--- src/gpio_port_pkg.sv ---
// Constants and types shared by the general-purpose port block
`default_nettype none
package gpio_port_pkg;

	// ==========================================================
	// Bus geometry
	localparam int ADDR_W = 12;                    // APB address width
	localparam int DATA_W = 32;                    // APB data width

	// ==========================================================
	// Register byte offsets
	localparam logic [ADDR_W-1:0] OFS_DIRECTION = 12'h000; // direction_register
	localparam logic [ADDR_W-1:0] OFS_OUTPUT    = 12'h004; // output_value_register
	localparam logic [ADDR_W-1:0] OFS_PIN_STATE = 12'h008; // pin_state_register
	localparam logic [ADDR_W-1:0] OFS_SPECIAL   = 12'h00c; // special_function_control

	// ==========================================================
	// Field positions and reset values
	localparam int                PUD_BIT       = 2;     // global_pullup_disable position
	localparam logic              PUD_RESET     = 1'b0;  // pull-ups allowed after reset
	localparam int                PORT_PINS     = 8;     // default pins per port
	localparam logic [DATA_W-1:0] DIR_RESET     = 32'h0; // all pins input
	localparam logic [DATA_W-1:0] OUT_RESET     = 32'h0; // no pull-ups, drive low

	// ==========================================================
	// Timing
	localparam int CLK_PERIOD_NS = 25;             // CORE_CLK at 40 MHz
	localparam int READBACK_NS   = 25;             // write to pin-state visibility
	localparam int READBACK_CYC  = (READBACK_NS + CLK_PERIOD_NS - 1) / CLK_PERIOD_NS;

	// ==========================================================
	// Carrier for one APB request as seen by the slave
	typedef struct packed {
		logic              sel;                    // psel
		logic              en;                     // penable
		logic              wr;                     // pwrite
		logic [ADDR_W-1:0] addr;                   // paddr
		logic [DATA_W-1:0] wdata;                  // pwdata
	} apb_req_t;

endpackage
`default_nettype wire

--- src/gpio_port.sv ---
// One general-purpose digital I/O port with APB register access
//
// Behaviour
// - Direction bit one makes output, zero input
// - Input, value one, no disable: pull-up on
// - Value zero or output: pull-up off
// - Reset tri-states every pin without clock
// - Output pin drives the value bit level
// - Global disable keeps all pull-ups off
// - Pin state readable whatever the direction
// - Falling-edge latch then rising-edge state bit
// - Pad change seen within half to 1.5 periods
// - Own written value visible one period later
// - Sleep clamps digital input to ground
// - Enabled external interrupt bypasses sleep clamp
// - Clamp release edge raises any-change event
// - Clock and clamp shared; disable and strobes per port
// - Pin state read only, others read/write
// - Pull-up disable is control bit 2, reset 0
//
// The register addresses and the APB register port were chosen for this implementation.
`timescale 1ns/1ps
`default_nettype none
module gpio_port #(
	parameter int PINS = gpio_port_pkg::PORT_PINS         // pins in this port
) (
	input  wire logic                              CORE_CLK,
	input  wire logic                              RESET,
	input  wire logic                              PSEL,
	input  wire logic                              PENABLE,
	input  wire logic                              PWRITE,
	input  wire logic [gpio_port_pkg::ADDR_W-1:0]  PADDR,
	input  wire logic [gpio_port_pkg::DATA_W-1:0]  PWDATA,
	output var  logic                              PREADY,
	output var  logic [gpio_port_pkg::DATA_W-1:0]  PRDATA,
	output var  logic                              PSLVERR,
	input  wire logic [PINS-1:0]                   PAD_IN,
	output var  logic [PINS-1:0]                   PAD_OUT,
	output var  logic [PINS-1:0]                   PAD_OE,
	output var  logic [PINS-1:0]                   PULLUP_EN,
	input  wire logic                              SLEEP_CLAMP,
	input  wire logic [PINS-1:0]                   EXT_INT_EN,
	output var  logic [PINS-1:0]                   INPUT_CHANGE
);
	import gpio_port_pkg::*;

	// ==========================================================
	// Parameter check
	generate
		if (PINS < 1 || PINS > DATA_W) begin : g_bad_pins
			$error("PINS must lie between 1 and 32");
		end
	endgenerate

	// ==========================================================
	// Bus request decode
	apb_req_t        req;                   // bundled request
	logic            pready_q;              // access answered this cycle
	logic            access;                // access phase in progress
	logic            commit;                // edge at which the transfer completes
	logic            hit_dir;               // direction_register selected
	logic            hit_out;               // output_value_register selected
	logic            hit_state;             // pin_state_register selected
	logic            hit_spec;              // special_function_control selected
	logic            mapped;                // any known offset
	logic            direction_write_strobe;    // shared by all pins of the port
	logic            output_value_write_strobe; // shared by all pins of the port
	logic            special_write_strobe;      // control register write

	assign req       = '{sel: PSEL, en: PENABLE, wr: PWRITE, addr: PADDR, wdata: PWDATA};
	assign access    = req.sel & req.en;
	assign commit    = access & pready_q;
	assign hit_dir   = (req.addr == OFS_DIRECTION);
	assign hit_out   = (req.addr == OFS_OUTPUT);
	assign hit_state = (req.addr == OFS_PIN_STATE);
	assign hit_spec  = (req.addr == OFS_SPECIAL);
	assign mapped    = hit_dir | hit_out | hit_state | hit_spec;

	// One strobe per register drives every pin bit at once
	assign direction_write_strobe    = commit & req.wr & hit_dir;
	assign output_value_write_strobe = commit & req.wr & hit_out;
	assign special_write_strobe      = commit & req.wr & hit_spec;

	// ==========================================================
	// Configuration registers
	logic [PINS-1:0] dir_q;                  // pin_direction_bit per pin
	logic [PINS-1:0] dir_d;
	logic [PINS-1:0] out_q;                  // pin_output_value_bit per pin
	logic [PINS-1:0] out_d;
	logic            pud_q;                  // global_pullup_disable
	logic            pud_d;

	// Next values; the pin-state location takes no write at all
	always_comb begin
		dir_d = dir_q;
		out_d = out_q;
		pud_d = pud_q;
		if (direction_write_strobe) begin
			dir_d = req.wdata[PINS-1:0];
		end
		if (output_value_write_strobe) begin
			out_d = req.wdata[PINS-1:0];
		end
		if (special_write_strobe) begin
			pud_d = req.wdata[PUD_BIT];
		end
	end

	// Direction: every pin starts as an input
	always_ff @(posedge CORE_CLK) begin
		if (RESET) begin
			dir_q <= DIR_RESET[PINS-1:0];
		end else begin
			dir_q <= dir_d;
		end
	end

	// Output value: starts at zero, so no pull-up at reset
	always_ff @(posedge CORE_CLK) begin
		if (RESET) begin
			out_q <= OUT_RESET[PINS-1:0];
		end else begin
			out_q <= out_d;
		end
	end

	// Global pull-up disable, one bit held in this port for all of its pins
	always_ff @(posedge CORE_CLK) begin
		if (RESET) begin
			pud_q <= PUD_RESET;
		end else begin
			pud_q <= pud_d;
		end
	end

	// ==========================================================
	// Pad drive
	logic [PINS-1:0] pull_q;                 // registered pull-up enable

	// Pull-up from next values so it moves in step with the pad drive
	always_ff @(posedge CORE_CLK) begin
		if (RESET) begin
			pull_q <= '0;
		end else begin
			pull_q <= ~dir_d & out_d & {PINS{~pud_d}};
		end
	end

	// Trade-off: these two outputs pass one gate after their flops; that is the
	// price of tri-stating the pads even while CORE_CLK is stopped
	// Reset gates the enables directly: tri-state must not wait for a clock edge
	assign PAD_OE    = dir_q & {PINS{~RESET}};
	assign PULLUP_EN = pull_q & {PINS{~RESET}};
	assign PAD_OUT   = out_q;

	// ==========================================================
	// Input path and synchroniser
	logic [PINS-1:0] clamp;                  // clamp active per pin
	logic [PINS-1:0] din;                    // digital input after the clamp
	logic [PINS-1:0] sync_q;                 // falling-edge stage, the latch
	logic [PINS-1:0] state_q;                // pin_state_bit per pin
	logic [PINS-1:0] prev_q;                 // previous pin state
	logic [PINS-1:0] change_q;               // one-cycle change event
	logic            state_ok_q;             // pin state holds a real pad sample
	logic            prev_ok_q;              // previous pin state holds one too

	// Sleep clamp is shared; an enabled external interrupt keeps its pin live
	assign clamp = {PINS{SLEEP_CLAMP}} & ~EXT_INT_EN;
	assign din   = PAD_IN & ~clamp;

	// Half a period lets the first stage settle; only the second stage reads it
	// First stage holds on the falling edge, like a latch open while high
	always_ff @(negedge CORE_CLK) begin
		if (RESET) begin
			sync_q <= '0;
		end else begin
			sync_q <= din;
		end
	end

	// Second stage on the rising edge; read back for any direction
	always_ff @(posedge CORE_CLK) begin
		if (RESET) begin
			state_q <= '0;
		end else begin
			state_q <= sync_q;
		end
	end

	// Arming: the first sample after reset would be compared with the reset
	// value and report a change that never happened on the pad
	always_ff @(posedge CORE_CLK) begin
		if (RESET) begin
			state_ok_q <= 1'b0;
			prev_ok_q  <= 1'b0;
		end else begin
			state_ok_q <= 1'b1;
			prev_ok_q  <= state_ok_q;
		end
	end

	// Any-change detector; releasing the clamp on a high pin gives an edge
	always_ff @(posedge CORE_CLK) begin
		if (RESET) begin
			prev_q   <= '0;
			change_q <= '0;
		end else begin
			prev_q   <= state_q;
			change_q <= (state_q ^ prev_q) & {PINS{prev_ok_q}};
		end
	end

	assign INPUT_CHANGE = change_q;

	// ==========================================================
	// APB answer
	logic [DATA_W-1:0] rdata_q;              // read data register
	logic [DATA_W-1:0] rdata_d;
	logic              err_q;                // unmapped access flag

	// Read mux; unused upper bits read as zero
	always_comb begin
		rdata_d = '0;
		if (hit_dir) begin
			rdata_d[PINS-1:0] = dir_q;
		end else if (hit_out) begin
			rdata_d[PINS-1:0] = out_q;
		end else if (hit_state) begin
			rdata_d[PINS-1:0] = state_q;
		end else if (hit_spec) begin
			rdata_d[PUD_BIT] = pud_q;
		end
	end

	// Ready rises one cycle into the access phase, data and error with it
	always_ff @(posedge CORE_CLK) begin
		if (RESET) begin
			pready_q <= 1'b0;
			rdata_q  <= '0;
			err_q    <= 1'b0;
		end else if (access & ~pready_q) begin
			pready_q <= 1'b1;
			rdata_q  <= req.wr ? '0 : rdata_d;
			err_q    <= ~mapped;
		end else begin
			pready_q <= 1'b0;
			err_q    <= 1'b0;
		end
	end

	assign PREADY  = pready_q;
	assign PRDATA  = rdata_q;
	assign PSLVERR = err_q;
endmodule
`default_nettype wire

--- config.mk ---
export PLATFORM = sky130hd
export DESIGN_NAME = gpio_port
export DESIGN_NICKNAME = d
export VERILOG_FILES = /design/src/gpio_port_pkg.sv /design/src/gpio_port.sv
export SDC_FILE = /design/constraint.sdc
export NUM_CORES = 1
export LEC_CHECK = 0
export BUFFER_PORTS_ARGS = -buffer_cell sky130_fd_sc_hd__buf_2
export CAP_MARGIN = 20
export CORE_MARGIN = 10
export CORE_UTILIZATION = 46
export CTS_BUF_LIST = sky130_fd_sc_hd__clkbuf_4 sky130_fd_sc_hd__clkbuf_8 sky130_fd_sc_hd__clkbuf_16
export DETAILED_ROUTE_END_ITERATION = 7
export HOLD_SLACK_MARGIN = 0.03
export PLACE_DENSITY_LB_ADDON = 0.08
export SYNTH_ARGS = -nofsm -noshare
export SYNTH_HDL_FRONTEND = slang
export SYNTH_SLANG_ARGS = --single-unit
export TNS_END_PERCENT = 50
--- constraint.sdc ---
create_clock -name CORE_CLK -period 1.59 [get_ports CORE_CLK]
set_input_delay 0.0795 -clock CORE_CLK [delete_from_list [all_inputs] [get_ports CORE_CLK]]
set_output_delay 0.0795 -clock CORE_CLK [all_outputs]
set_load 0.005 [all_outputs]
==> out/results.ini <==
[yosys]
syn_inst = 274
synth_seq_cells = 69
syn-cell-area_um2 = 2830
yosysTopAreaCellShare_pct = 48.8
avgSynthCellArea_um2 = 10.3
async_flop_share_pct = 0
synth_area_leaders = dfxtp_1 49%, nor2b_1 8.8%, buf_4 6.6%
yosys.area.top_type = dfxtp_1
synthDistinctLibCells = 34
synthFlopType = dfxtp_1
yosys_warnings = 0
synth_edf_count = 0
synth.yosys.seq_area_share_pct = 48.8

[clock_network]
max-clock-path-buffers = 2
insertion_delay_ns = 0.38
cts_buffers = 9
cts.clk_slew.worst_paths_ns = 0.07
postCtsSetupBuffers = 0
htree_levels = 3
cts-root-buf = clkbuf_8
cts_sinks = 69
cts_tree = built

[layout]
layout_common_cells = 83 x buf_2, 68 x dfxtp_1, 40 x nor2b_1
fillers = 541
final_common_cell = buf_2
area_growth_pct = 31.2
fin_nets = 447
n_antenna_cell = 0
drive_gt1_share_pct = 33.9

[drt]
wire_per_inst_um = 15.3
wl_mm = 7.07
vias = 2170
drc_errors = 0
dr.pass1.iters = 4
viasPerCell = 4.71
drtIter0Drc = 86
ant_nets = 0

[worst_setup_path]
crit_path_end_kind = flip-flop
worstPathArrival_ns = 1.81
cp_max_fo = 5
rrSetupSlack_ns = 0.007
r2r.worst_path.cells = 4
path_class = reg -> reg
slowest_stage = mux2_4
crit_path_start_kind = flip-flop
rr_endpoint = pud_q
cpPeakStageDelay_ns = 0.45
crit_chain = and4_4 > nand4_1 > mux2_4 > and2_2
worst_r2r_startpoint = PREADY
cp-startpoint = PREADY
crit_path_end = pud_q
critPathRequiredTime_ns = 1.81

[floorplanning]
num_rows = 28
fp.dieH_um = 98.5
die_x_um = 98.5
coreArea_um2 = 5960
dieArea_um2 = 9700
start_util_pct = 47.6
pin_count = 132

[grt]
grtUsageTotal_pct = 14.2
grt_pass1_wl_mm = 11.2
grt_pass1_vias = 2251
grt_overflow = 0
antenna_found_initial = 0
grt_max_degree = 37

[placed_design]
port_buffers = 83
dp_hpwl_mm = 5.16
gp_congestion = 0.768
dp_slack_ns = -0.0936

[run_status]
status = completed

[timing]
clock-skew-final_ns = 0.0466
slew_violations = 0
max_slew.worst_pin.slew_ns = 0.644
slew_headroom_pct = 56.9
post-route-period-util_pct = 99.6
setup_ws_ns = 0.00677
rsz0062_at_grt = yes
setup_viol = 0
hold_violations = 0
fmax_ghz = 0.632
fin_crit_ns = 1.58

[job]
max-cap-violations = 0

[power]
power_mw = 3.92
p_leak_nw = 1.76
ir_drop_mv = 0.631
p_per_area_nw_per_um2 = 1060

[worst_hold_path]
worst_hold_path_type = in -> reg

## cell families after synthesis
kind of cell | after synthesis | share of synthesized area (%)
AND/OR/NAND/NOR | 125 | 29.4
flip-flops | 69 | 48.8
buffers and inverters | 37 | 8.48
multiplexers | 18 | 6.54
AO/OA/AOI/OAI | 16 | 4.24
XOR/XNOR | 8 | 2.47
other | 1 | 0.132
## worst min path at each step
stage	startpoint	endpoint	depth (start not counted)
6_report	PWDATA[2]	dir_q[2]	3
3_5_place_dp	PWDATA[3]	dir_q[3]	3
3_3_place_gp	PWDATA[5]	dir_q[5]	3
5_1_grt	PWDATA[2]	dir_q[2]	3
2_1_floorplan	RESET	PREADY	1
4_1_cts	PWDATA[2]	dir_q[2]	3
## cells in the mapped netlist (2+ instances only)
| master | count |
|---|---|
| dfxtp_1 | 69 |
| nand2_1 | 2 |
| or2_2 | 2 |
| mux2i_1 | 17 |
| nand4_1 | 2 |
| buf_4 | 25 |
| nor4_4 | 2 |
| nor2b_1 | 40 |
| nor4b_2 | 8 |
| clkbuf_1 | 8 |
| a21oi_1 | 8 |
| and3_1 | 8 |
| nand2b_1 | 15 |
| xnor2_1 | 8 |
| a32o_1 | 8 |
| nor2_1 | 28 |
| inv_1 | 2 |
| or2_0 | 6 |
## final cells by class
cell class / instances / area (um^2) / area share (%)
Tap cell: 75 / 93.8 / 2.52
Sequential cell: 69 / 1380 / 37.2
Clock inverter: 13 / 138 / 3.70
Multi-Input combinational cell: 192 / 1350 / 36.4
Inverter: 1 / 3.75 / 0.101
Clock buffer: 11 / 163 / 4.38
Timing Repair Buffer: 100 / 586 / 15.8
## flip-flops by register name, summed over array words and instances, names as in the netlist, 8 cells and up
name	count
INPUT_CHANGE	8
PAD_OUT	8
PRDATA	8
dir_q	8
prev_q	8
pull_q	8
state_q	8
sync_q	8
## routing by layer
metal  vias to the layer above  track usage [%]  wire length, um
met5                         -                0                0
met4                         0             6.84              106
met3                        10             4.89              593
met2                        94             21.7             3240
met1                       977             17.4             3130
li1                       1089                -                -
## timing repair
item	CTS	global route
cloned	1	0
hold endpoints to repair	9	0
setup endpoints to repair	6	15
hold buffers	7	0
resized for setup	2	6
pin swaps	0	1
## power breakdown
group | internal, mW | switching [mW]
Combinational | 0.107 | 0.121
Sequential | 1.76 | 0.0134
Clock | 1.21 | 0.709
Total | 3.08 | 0.844
## stage by stage
step / hold slack (ns) / std cells / cell area [um^2] / utilization, % / setup TNS, ns
2_1_floorplan: 0.172 / 297 / 2920 / - / 0
3_3_place_gp: 0.352 / 430 / 3300 / 55.3 / -0.221
3_5_place_dp: 0.359 / 430 / 3300 / 55.3 / -0.858
4_1_cts: 0.0577 / 461 / 3680 / 61.7 / 0
5_1_grt: 0.106 / 461 / 3720 / 62.4 / -0.210
6_report: 0.0790 / 461 / 3720 / 62.4 / 0
## worst max-delay path, delay by kind of cell, from the launching register on
kind	cells	cell delay (ns)
multiplexers	1	0.45
AND/OR/NAND/NOR	3	0.68
flip-flops	1	0.35
(Power assumes the default switching activity.)
